File: src/verilog/cgrb_map.vh
// Purpose: offsets, field positions, reset values and codes of the trim and pin register bank
// Assumes: 8-bit registers, each on one aligned 32-bit Avalon word (byte address = 4 * index)
// Notes: indices are register numbers; the bus decodes address[7:2]
`ifndef CGRB_MAP_VH
`define CGRB_MAP_VH

// register indices
`define CGRB_IDX_RSVD_A 6'h0a
`define CGRB_IDX_OFS_LO 6'h0b
`define CGRB_IDX_OFS_HI 6'h0c
`define CGRB_IDX_RSVD_D 6'h0d
`define CGRB_IDX_GAIN_LO 6'h0e
`define CGRB_IDX_GAIN_HI 6'h0f
`define CGRB_IDX_PIN_DL 6'h10
`define CGRB_IDX_PIN_ROLE 6'h11
`define CGRB_IDX_MEAS_CTRL 6'h12
`define CGRB_IDX_MEAS_STAT 6'h13

// reset values
`define CGRB_RST_ZERO 8'h00
`define CGRB_RST_GAIN_HI 8'h40
`define CGRB_RST_NIB 4'h0
`define CGRB_RST_SEL 3'h0

// field positions
`define CGRB_DIR_MSB 7
`define CGRB_DIR_LSB 4
`define CGRB_LVL_MSB 3
`define CGRB_LVL_LSB 0
`define CGRB_ROLE_MSB 3
`define CGRB_ROLE_LSB 0
`define CGRB_SEL_MSB 2
`define CGRB_SEL_LSB 0
`define CGRB_GAIN_MSB 6
`define CGRB_GAIN_LSB 4

// supervisory measure codes
`define CGRB_MEAS_OFF 3'h0
`define CGRB_MEAS_MID 3'h1
`define CGRB_MEAS_TEMP 3'h2
`define CGRB_MEAS_AVDD4 3'h3
`define CGRB_MEAS_DVDD4 3'h4

// gain codes: 0 is unity, 2 is gain of four
`define CGRB_GAIN_UNITY 3'h0
`define CGRB_GAIN_TEMP_MAX 3'h2

`endif

File: src/verilog/cgrb_measure_ctrl.v
// Purpose: gain forcing and input switch control from the supervisory measure select
// Assumes: purely combinational; the caller registers the results
// Notes: temp_gain_fault only reports software misuse, it changes nothing
`include "cgrb_map.vh"

module cgrb_measure_ctrl (
    input wire [2:0] measure_sel,
    input wire [2:0] gain_req,
    output reg [2:0] gain_eff,
    output reg switches_open,
    output reg temp_gain_fault
);

    // decode the measure code into gain and switch effects
    always @* begin
        gain_eff = gain_req;
        switches_open = 1'b0;
        temp_gain_fault = 1'b0;
        case (measure_sel)
            `CGRB_MEAS_MID: begin
                switches_open = 1'b1;
            end
            `CGRB_MEAS_TEMP: begin
                switches_open = 1'b1;
                // larger gains push the sensor out of the amplifier range
                temp_gain_fault = (gain_req > `CGRB_GAIN_TEMP_MAX);
            end
            `CGRB_MEAS_AVDD4, `CGRB_MEAS_DVDD4: begin
                switches_open = 1'b1;
                gain_eff = `CGRB_GAIN_UNITY;
            end
            default: begin
                gain_eff = gain_req;
            end
        endcase
    end

endmodule

File: src/verilog/cgrb_pin_cell.v
// Purpose: one general-purpose pin: direction bit, level bit and pad drive
// Assumes: pin_in is synchronous to clock
// Notes: the level bit follows the pad only while the pin is a digital input
`include "cgrb_map.vh"

module cgrb_pin_cell (
    input wire clock,
    input wire reset_n,
    input wire wr_en,
    input wire wr_dir,
    input wire wr_lvl,
    input wire role,
    input wire pin_in,
    output reg dir_reg,
    output reg lvl_reg,
    output wire pin_out,
    output wire pin_oe
);

    wire sample_pad;

    // an input pin reflects the pad, so software writes to its level are lost
    assign sample_pad = role & dir_reg;

    // direction and level storage
    always @(posedge clock or negedge reset_n) begin
        if (!reset_n) begin
            dir_reg <= 1'b0;
            lvl_reg <= 1'b0;
        end else begin
            if (wr_en) begin
                dir_reg <= wr_dir;
            end
            // the written direction decides: a write that makes the pin an output sets its level
            if (wr_en & ~(role & wr_dir)) begin
                lvl_reg <= wr_lvl;
            end else if (sample_pad) begin
                lvl_reg <= pin_in;
            end
        end
    end

    // drive only when digital and output
    assign pin_out = lvl_reg;
    assign pin_oe = role & ~dir_reg;
endmodule

File: src/verilog/cgrb_register_bank.v
// Purpose: trim and general-purpose pin register bank on an Avalon-MM slave
// Assumes: one clock, async active-low reset, pins synchronous to CLOCK
// Notes: 8-bit registers in the low byte of each word; upper bits read zero
//
// Operation
// - supply monitor selected forces amplifier gain to unity regardless of gain field.
// - mid-supply, temperature or supply monitor selected opens all external input switches.
// - reserved byte 0Ah resets and reads zero; software writes only zero.
// - reserved byte 0Dh resets and reads zero; software writes only zero.
// - register 0Bh holds offset trim low byte, read/write, reset zero.
// - register 0Ch holds offset trim high byte, read/write, reset zero.
// - register 0Eh holds gain trim low byte, read/write, reset zero.
// - register 0Fh holds gain trim high byte, read/write, reset 40h.
// - pin data bits 7:4 set direction; zero output (reset), one input.
// - pin data bits 3:0 carry pin levels, driven or sampled; reset zero.
// - role bits at 11h: zero analog input (reset), one digital pin.
// - role bit n controls general-purpose pin n only.
// - six-input variant pins start disabled until their role bits are set.
// - measure codes: 010 temperature, 011 analog supply/4, 100 digital supply/4.
//
// Added by the designer: the Avalon-MM interface to the registers.
`include "cgrb_map.vh"

module cgrb_register_bank #(
    parameter PIN_COUNT = 4,
    parameter SIX_INPUT = 0
) (
    input wire CLOCK,
    input wire RESET_N,
    input wire [7:0] AVS_ADDRESS,
    input wire AVS_READ,
    input wire AVS_WRITE,
    input wire [31:0] AVS_WRITEDATA,
    input wire [3:0] AVS_BYTEENABLE,
    output reg [31:0] AVS_READDATA,
    output wire AVS_WAITREQUEST,
    input wire [PIN_COUNT-1:0] PIN_IN,
    output wire [PIN_COUNT-1:0] PIN_OUT,
    output wire [PIN_COUNT-1:0] PIN_OE,
    output wire [PIN_COUNT-1:0] ANALOG_CONNECT,
    output wire [15:0] OFFSET_TRIM,
    output wire [15:0] FULL_SCALE_TRIM,
    output reg [2:0] EFFECTIVE_GAIN,
    output reg INPUT_SWITCHES_OPEN
);

    // bus handshake state
    reg ack_reg;
    wire request;
    wire commit;
    wire wr_commit;
    wire [5:0] word_index;
    wire [7:0] wbyte;

    // storage
    reg [7:0] offset_trim_low_reg;
    reg [7:0] offset_trim_high_reg;
    reg [7:0] gain_trim_low_reg;
    reg [7:0] gain_trim_high_reg;
    reg [3:0] pin_function_reg;
    reg [2:0] measure_sel_reg;
    reg [2:0] gain_req_reg;
    reg temp_gain_fault_reg;

    // read path
    reg [7:0] rd_byte;
    reg [31:0] readdata_next;

    // pin cell views
    wire [PIN_COUNT-1:0] dir_bits;
    wire [PIN_COUNT-1:0] lvl_bits;
    wire [PIN_COUNT-1:0] pin_role;
    wire wr_pin_dl;

    // measure decode results
    wire [2:0] gain_eff_next;
    wire switches_open_next;
    wire temp_gain_fault_next;

    // decode helpers
    wire hit_ofs_lo;
    wire hit_ofs_hi;
    wire hit_gain_lo;
    wire hit_gain_hi;
    wire hit_role;
    wire hit_meas;

    // a request is answered one cycle after it is first seen
    assign request = AVS_READ | AVS_WRITE;
    assign AVS_WAITREQUEST = request & ~ack_reg;
    assign commit = request & ack_reg;

    // only the low byte lane carries register data
    assign wr_commit = commit & AVS_WRITE & AVS_BYTEENABLE[0];
    assign word_index = AVS_ADDRESS[7:2];
    assign wbyte = AVS_WRITEDATA[7:0];

    // address decode
    assign hit_ofs_lo = (word_index == `CGRB_IDX_OFS_LO);
    assign hit_ofs_hi = (word_index == `CGRB_IDX_OFS_HI);
    assign hit_gain_lo = (word_index == `CGRB_IDX_GAIN_LO);
    assign hit_gain_hi = (word_index == `CGRB_IDX_GAIN_HI);
    assign hit_role = (word_index == `CGRB_IDX_PIN_ROLE);
    assign hit_meas = (word_index == `CGRB_IDX_MEAS_CTRL);
    assign wr_pin_dl = wr_commit & (word_index == `CGRB_IDX_PIN_DL);

    // acknowledge flop: high for exactly the answering cycle
    always @(posedge CLOCK or negedge RESET_N) begin
        if (!RESET_N) begin
            ack_reg <= 1'b0;
        end else begin
            ack_reg <= request & ~ack_reg;
        end
    end

    // offset trim low byte
    always @(posedge CLOCK or negedge RESET_N) begin
        if (!RESET_N) begin
            offset_trim_low_reg <= `CGRB_RST_ZERO;
        end else if (wr_commit & hit_ofs_lo) begin
            offset_trim_low_reg <= wbyte;
        end
    end

    // offset trim high byte
    always @(posedge CLOCK or negedge RESET_N) begin
        if (!RESET_N) begin
            offset_trim_high_reg <= `CGRB_RST_ZERO;
        end else if (wr_commit & hit_ofs_hi) begin
            offset_trim_high_reg <= wbyte;
        end
    end

    // gain trim low byte
    always @(posedge CLOCK or negedge RESET_N) begin
        if (!RESET_N) begin
            gain_trim_low_reg <= `CGRB_RST_ZERO;
        end else if (wr_commit & hit_gain_lo) begin
            gain_trim_low_reg <= wbyte;
        end
    end

    // gain trim high byte; 40h makes the combined trim unity
    always @(posedge CLOCK or negedge RESET_N) begin
        if (!RESET_N) begin
            gain_trim_high_reg <= `CGRB_RST_GAIN_HI;
        end else if (wr_commit & hit_gain_hi) begin
            gain_trim_high_reg <= wbyte;
        end
    end

    // pin role bits; the upper nibble is never stored
    always @(posedge CLOCK or negedge RESET_N) begin
        if (!RESET_N) begin
            pin_function_reg <= `CGRB_RST_NIB;
        end else if (wr_commit & hit_role) begin
            pin_function_reg <= wbyte[`CGRB_ROLE_MSB:`CGRB_ROLE_LSB];
        end
    end

    // measure select and requested gain
    always @(posedge CLOCK or negedge RESET_N) begin
        if (!RESET_N) begin
            measure_sel_reg <= `CGRB_RST_SEL;
            gain_req_reg <= `CGRB_GAIN_UNITY;
        end else if (wr_commit & hit_meas) begin
            measure_sel_reg <= wbyte[`CGRB_SEL_MSB:`CGRB_SEL_LSB];
            gain_req_reg <= wbyte[`CGRB_GAIN_MSB:`CGRB_GAIN_LSB];
        end
    end

    // trims leave the bank as single 16-bit words
    assign OFFSET_TRIM = {offset_trim_high_reg, offset_trim_low_reg};
    assign FULL_SCALE_TRIM = {gain_trim_high_reg, gain_trim_low_reg};

    // gain forcing and switch opening
    cgrb_measure_ctrl u_measure (
        .measure_sel(measure_sel_reg),
        .gain_req(gain_req_reg),
        .gain_eff(gain_eff_next),
        .switches_open(switches_open_next),
        .temp_gain_fault(temp_gain_fault_next)
    );

    // register the analog controls so they change cleanly once per write
    always @(posedge CLOCK or negedge RESET_N) begin
        if (!RESET_N) begin
            EFFECTIVE_GAIN <= `CGRB_GAIN_UNITY;
            INPUT_SWITCHES_OPEN <= 1'b0;
            temp_gain_fault_reg <= 1'b0;
        end else begin
            EFFECTIVE_GAIN <= gain_eff_next;
            INPUT_SWITCHES_OPEN <= switches_open_next;
            temp_gain_fault_reg <= temp_gain_fault_next;
        end
    end

    // one cell per pin; role bit n reaches only cell n
    genvar n;
    generate
        for (n = 0; n < PIN_COUNT; n = n + 1) begin : g_pin
            assign pin_role[n] = pin_function_reg[n];
            cgrb_pin_cell u_cell (
                .clock(CLOCK),
                .reset_n(RESET_N),
                .wr_en(wr_pin_dl),
                .wr_dir(wbyte[`CGRB_DIR_LSB + n]),
                .wr_lvl(wbyte[`CGRB_LVL_LSB + n]),
                .role(pin_role[n]),
                .pin_in(PIN_IN[n]),
                .dir_reg(dir_bits[n]),
                .lvl_reg(lvl_bits[n]),
                .pin_out(PIN_OUT[n]),
                .pin_oe(PIN_OE[n])
            );
            // the six-input variant has no analog path on these pins
            if (SIX_INPUT != 0) begin : g_six
                assign ANALOG_CONNECT[n] = 1'b0;
            end else begin : g_twelve
                assign ANALOG_CONNECT[n] = ~pin_role[n] & ~INPUT_SWITCHES_OPEN;
            end
        end
    endgenerate

    // read multiplexer; reserved and unmapped words read zero
    always @* begin
        rd_byte = `CGRB_RST_ZERO;
        case (word_index)
            `CGRB_IDX_RSVD_A: begin
                rd_byte = `CGRB_RST_ZERO;
            end
            `CGRB_IDX_OFS_LO: begin
                rd_byte = offset_trim_low_reg;
            end
            `CGRB_IDX_OFS_HI: begin
                rd_byte = offset_trim_high_reg;
            end
            `CGRB_IDX_RSVD_D: begin
                rd_byte = `CGRB_RST_ZERO;
            end
            `CGRB_IDX_GAIN_LO: begin
                rd_byte = gain_trim_low_reg;
            end
            `CGRB_IDX_GAIN_HI: begin
                rd_byte = gain_trim_high_reg;
            end
            `CGRB_IDX_PIN_DL: begin
                rd_byte = {dir_bits, lvl_bits};
            end
            `CGRB_IDX_PIN_ROLE: begin
                rd_byte = {4'h0, pin_function_reg};
            end
            `CGRB_IDX_MEAS_CTRL: begin
                rd_byte = {1'b0, gain_req_reg, 1'b0, measure_sel_reg};
            end
            `CGRB_IDX_MEAS_STAT: begin
                // live view of what the analog side really uses
                rd_byte = {3'h0, temp_gain_fault_reg, INPUT_SWITCHES_OPEN, EFFECTIVE_GAIN};
            end
            default: begin
                rd_byte = `CGRB_RST_ZERO;
            end
        endcase
        readdata_next = {24'h000000, rd_byte};
    end

    // read data is loaded in the cycle waitrequest drops and holds afterwards
    always @(posedge CLOCK or negedge RESET_N) begin
        if (!RESET_N) begin
            AVS_READDATA <= 32'h00000000;
        end else if (AVS_READ & ~ack_reg) begin
            AVS_READDATA <= readdata_next;
        end
    end

endmodule
File: config.mk
export PLATFORM = sky130hd
export DESIGN_NAME = cgrb_register_bank
export DESIGN_NICKNAME = d
export VERILOG_FILES = /design/src/verilog/cgrb_measure_ctrl.v /design/src/verilog/cgrb_pin_cell.v /design/src/verilog/cgrb_register_bank.v
export VERILOG_INCLUDE_DIRS = /design/src /design/src/verilog
export SDC_FILE = /design/constraint.sdc
export NUM_CORES = 1
export LEC_CHECK = 0
export ABC_CLOCK_PERIOD_IN_PS = 3600
export BUFFER_PORTS_ARGS = -buffer_cell sky130_fd_sc_hd__buf_2
export CORE_ASPECT_RATIO = 1.5
export CORE_MARGIN = 2
export CORE_UTILIZATION = 52
export DETAILED_ROUTE_END_ITERATION = 8
export GPL_TIMING_DRIVEN = 0
export PLACE_DENSITY_LB_ADDON = 0.05
export SLEW_MARGIN = 20
export SYNTH_ARGS = -nofsm -noshare
export SYNTH_HDL_FRONTEND = slang
export SYNTH_SLANG_ARGS = --single-unit
File: constraint.sdc
create_clock -name CLOCK -period 3.6 [get_ports CLOCK]
set_input_delay 0.54 -clock CLOCK [delete_from_list [all_inputs] [get_ports CLOCK]]
set_output_delay 0.54 -clock CLOCK [all_outputs]
set_load 0.03 [all_outputs]
==> run_results.csv, run 1 <==
group,metric,value,unit
timing,fin_crit_sh,0.691,
route,dr_wl_met3,605,µm
synth,synth-edff-count,0,
global_routing,grt_pass1_vias,2538,
floorplanning,ioPinCount,133,
clock_tree,root_buffer,"clkbuf_8",
power_and_ir_drop,power.density,398,nW/µm²
timing,finalCriticalPeriod,2.49,ns
clock_tree,clock_latency,0.34,ns
timing,worstMarginPinSlew,1.12,ns
power_and_ir_drop,peakVddDrop,0.286,mV
worst_hold_path,hp-class,"in -> async",
route,antenna_left,0,
synth,synth_ff_type,"dfrtp_1",
critical_path,r2r_setup_slack,1.11,ns
floorplanning,num_rows,35,
status,status,"finished clean",
global_routing,grt_max_degree,53,
route,dr_wl_met2,4.33,mm
clock_tree,post_cts_buffers,0,
placed_design,port_buffers,76,
critical_path,required,3.83,ns
global_routing,grt_pass1_wl,13.8,mm
floorplanning,coreArea,6220,µm²
timing,fin_skew,0.0117,ns
clock_tree,cts_buffers,9,
synth,synthCells,293,
clock_tree,cts_tree,"yes",
floorplanning,die_y,103,µm
floorplanning,dieWidth,69.8,µm
floorplanning,dieArea,7160,µm²
timing,slew_viol_final,0,
synth,synth_seq_cells,64,
floorplanning,start_util,0.542,
clock_tree,htreeDepth,3,
clock_tree,cts_sinks,64,
route,wl,8.77,mm
route,vias_per_cell,5.49,
route,drt-initial-drc-count,169,
finish,area_growth,22.7,%
critical_path,end_kind,"flop",
route,dr.pass1.iters,4,
finish,fin_cells,483,
global_routing,grt.overflow.total,0,
finish,diodes,0,
synth,async_flop_share,1.00,
synth,seq_area_frac_synth,0.475,
synth,ys_types,39,
finish,layout.nets,456,
clock_tree,cts.repair.resized,0,
route,drt-met1-wl,3.64,mm
synth,avgSynthCellArea,11.5,µm²
timing,rsz0062_at_grt,"false",
synth,yosysWarningCount,0,
critical_path,crit_fanout,8,
global_routing,track_usage,0.257,
timing,hold_viol,0,
placed_design,placed_cells,467,
critical_path,start_kind,"flop",
route,wl_per_cell,18.2,µm
global_routing,antenna_found_initial,0,
route,highest_layer,"met4",
finish,final_layout_size_suffix_gt1_frac,0.460,
route,vias,2653,
clock_tree,clock_path_buffers,2,
critical_path,path_class,"reg -> reg",
power_and_ir_drop,power.leakage,0.00217,µW
timing,fmax,0.402,GHz
timing,tns,0,ns
finish,nFillCells,507,
timing,slew_headroom,0.250,
synth,syn_area,3370,µm²
clock_tree,cts_hold_buf,0,
placed_design,dp_hpwl,6.13,mm
timing,setup_violations,0,
critical_path,crit_arrival,2.72,ns
clock_tree,path_clk_slew,0.07,ns
route,drcViolationCount,0,
placed_design,gp_congestion,0.844,
flow_run,maxCapViolations,0,
worst max-delay path: stages (launching register included):
cell	delay, ns
dfrtp_1	0.37
nand3_1	0.30
or3_1	0.45
nor2_1	0.84
mux2_2	0.42
Yosys cell counts (5+ instances only):
cell type	number	area share
nand2_1	18	0.020
dfrtp_1	63	0.47
nor2b_1	7	0.013
mux2i_1	15	0.045
clkbuf_1	9	0.010
a22oi_1	7	0.016
a32oi_1	5	0.013
a21oi_1	12	0.018
mux2_2	47	0.16
buf_4	32	0.071
nand3_1	11	0.016
o21ai_0	9	0.013
nor2_1	12	0.013
logic make-up after synthesis:
family                 Yosys count  synth area share
AO/OA/AOI/OAI                   45            0.0891
XOR/XNOR                         1           0.00260
buffers and inverters           47            0.0950
flip-flops                      64             0.475
multiplexers                    70             0.233
other                            1           0.00111
AND/OR/NAND/NOR                 65             0.104
area by class of cell:
| type | instances | area (µm²) | area share |
|---|---|---|---|
| buffer | 46 | 317 | 0.0765 |
| clock buffer | 12 | 135 | 0.0327 |
| clock inverter | 4 | 23.8 | 0.00575 |
| inverter | 1 | 3.75 | 0.000907 |
| multi-input combinational | 205 | 1550 | 0.375 |
| sequential | 64 | 1600 | 0.387 |
| tap | 74 | 92.6 | 0.0224 |
| timing repair buffer | 77 | 410 | 0.0992 |
cells in the final DEF (no fill, tap or decap), drive strengths merged, types with 7 or more instances in the layout:
cell and instances:
a21oi 16, a22oi 7, buf 114, clkbuf 21
conb 24, dfrtp 63, mux2 55, mux2i 15
nand2 18, nand3 11, nor2 12, nor2b 7
o21ai 10
worst paths after layout:
check                         from                     to  cells past startpoint
setup / recovery           ack_reg   gain_trim_low_reg[6]                      4
max in group asynchronous  RESET_N  gain_trim_high_reg[6]                      2
hold reg to reg            ack_reg                ack_reg                      1
setup reg to reg           ack_reg   gain_trim_low_reg[6]                      4
min in group CLOCK         ack_reg                ack_reg                      1
hold / removal             RESET_N    pin_function_reg[1]                      1
routing by layer:
metal  up-vias  global-route usage
li1       1226                   -
met1      1296               0.346
met2       118               0.415
met3        13              0.0479
met4         0               0.105
met5         -                   0
through the flow:
stage               cell area (µm²)  setup slack, ns  hold WS, ns  power, µW   util
global placement               3930            0.953        0.450       1130  0.632
detailed placement             3970            0.914        0.407       1140  0.638
CTS                            4130             1.21       0.0349       1650  0.664
global route                   4140             1.00       0.0421       1720  0.665
finish                         4140             1.11       0.0389       1650  0.665
floorplan                      3460             1.21        0.244       1030      -
power by group:
| part | switching, µW | internal [µW] |
|---|---|---|
| registers | 36.0 | 757 |
| logic | 218 | 117 |
| clock network | 269 | 248 |
(Power assumes the default switching activity.)
==> inputs of run 2 (changes only) <==
ABC_CLOCK_PERIOD_IN_PS = 2200   (was 3600)
CORE_UTILIZATION = 44   (was 52)
clock period = 2.2 ns   (was 3.6 ns; I/O delays follow)
==> run_results.csv, run 2 (synthesis results as in run 1) <==
group,metric,value,unit
timing,worstMarginPinSlew,0.894,ns
floorplanning,start_util,0.449,
route,vias,2598,
timing,slew_viol_final,0,
power_and_ir_drop,power.density,740,nW/µm²
floorplanning,coreArea,7510,µm²
finish,layout.nets,457,
clock_tree,clock_latency,0.32,ns
critical_path,required,2.40,ns
clock_tree,cts_sinks,64,
clock_tree,cts_buffers,9,
global_routing,grt_pass1_wl,13.3,mm
route,drcViolationCount,0,
finish,final_cell_mix,"buf_2, dfrtp_1, mux2_2",
floorplanning,dieWidth,75.5,µm
route,antenna_left,0,
placed_design,port_buffers,76,
global_routing,antenna_found_initial,0,
status,status,"finished clean",
power_and_ir_drop,power,3200,µW
global_routing,track_usage,0.217,
timing,fin_skew,0.00667,ns
timing,finalCriticalPeriod,2.09,ns
placed_design,dp_hpwl,6.22,mm
timing,rsz0062_at_grt,"false",
finish,final_layout_size_suffix_gt1_frac,0.466,
clock_tree,cts_tree,"yes",
route,drt-initial-drc-count,189,
finish,area_growth,28.3,%
finish,postLayoutCoreUtil,0.576,
clock_tree,post_cts_buffers,0,
route,vias_per_cell,5.07,
power_and_ir_drop,power.leakage,0.00223,µW
finish,diodes,0,
critical_path,r2r_setup_slack,0.11,ns
timing,slew_headroom,0.401,
clock_tree,clock_path_buffers,2,
placed_design,gp_congestion,0.824,
route,dr.pass1.iters,4,
floorplanning,die_y,111,µm
floorplanning,dieArea,8390,µm²
clock_tree,root_buffer,"clkbuf_16",
clock_tree,path_clk_slew,0.05,ns
flow_run,maxCapViolations,0,
global_routing,grt_max_degree,58,
global_routing,grt_pass1_vias,2441,
route,wl,8.76,mm
finish,nFillCells,697,
timing,fin_crit_sh,0.952,
floorplanning,ioPinCount,133,
critical_path,end_kind,"flop",
critical_path,crit_arrival,2.29,ns
power_and_ir_drop,peakVddDrop,0.524,mV
clock_tree,htreeDepth,3,
timing,setup_violations,0,
critical_path,start_kind,"flop",
finish,layout_commonest_cell,"buf_2",
route,wl_per_cell,17.1,µm
timing,fmax,0.478,GHz
critical_path,path_class,"reg -> reg",
floorplanning,num_rows,39,
timing,hold_viol,0,
worst_hold_path,hp-class,"in -> reg",
critical_path,crit_fanout,8,
global_routing,grt.overflow.total,0,
run 2: cell count changes in the layout (fill, tap and decap cells not counted):
cell and delta:
nor3_2 +2, clkinv_4 -1, nor2_1 -1, clkinv_2 -3
clkbuf_16 +9, clkbuf_8 -5, nor2_2 +1, dlygate4sd3_1 +1
nor3_1 -2
run 2: critical path: stages, from the launching register on:
cell and delay, ns:
dfrtp_1 0.35, nand3_1 0.29, or3_1 0.45, nor2_2 0.49
mux2_2 0.40
run 2: timing repair:
action | 4_1_cts | 5_1_grt
setup endpoints to repair | 8 | 1
hold endpoints to repair | 7 | 0
hold buffers | 1 | 0
resized for setup | 1 | 1
run 2: area by class of cell:
type | count | area (µm²) | share of cell area
tap | 102 | 128 | 0.0295
multi-input combinational | 205 | 1570 | 0.362
buffer | 46 | 317 | 0.0731
sequential | 64 | 1600 | 0.370
clock buffer | 16 | 292 | 0.0674
inverter | 1 | 3.75 | 0.000867
timing repair buffer | 78 | 420 | 0.0971
run 2: worst paths after layout:
check,startpoint,endpoint,cells after the start
setup / recovery,ack_reg,gain_trim_low_reg[4],4
hold / removal,AVS_READ,ack_reg,3
setup reg to reg,ack_reg,gain_trim_low_reg[4],4
hold reg to reg,ack_reg,ack_reg,1
max in group asynchronous,RESET_N,gain_trim_high_reg[6],3
min in group asynchronous,RESET_N,offset_trim_low_reg[7],2
run 2: metal layers:
layer | wire length, µm | vias to the layer above | global-route usage
li1 | - | 1224 | -
met1 | 3610 | 1272 | 0.295
met2 | 4520 | 94 | 0.349
met3 | 541 | 8 | 0.0355
met4 | 97 | 0 | 0.0667
met5 | 0 | - | 0
run 2: where the power goes:
group | internal, µW | switching, µW
Combinational | 193 | 356
Sequential | 1240 | 58.7
Clock | 886 | 465
Total | 2320 | 880
run 2: metrics by stage:
stage / cells / setup slack [ns] / hold slack (ns) / cell area, µm² / setup TNS, ns
CTS: 512 / 0.0298 / 0.289 / 4320 / 0
floorplan: 316 / 0.0165 / 0.0344 / 3460 / 0
detailed placement: 495 / -0.301 / 0.170 / 4010 / -4.13
global placement: 494 / -0.397 / 0.441 / 3970 / -8.50
finish: 512 / 0.106 / 0.296 / 4330 / 0
global route: 512 / 0.0187 / 0.316 / 4330 / 0
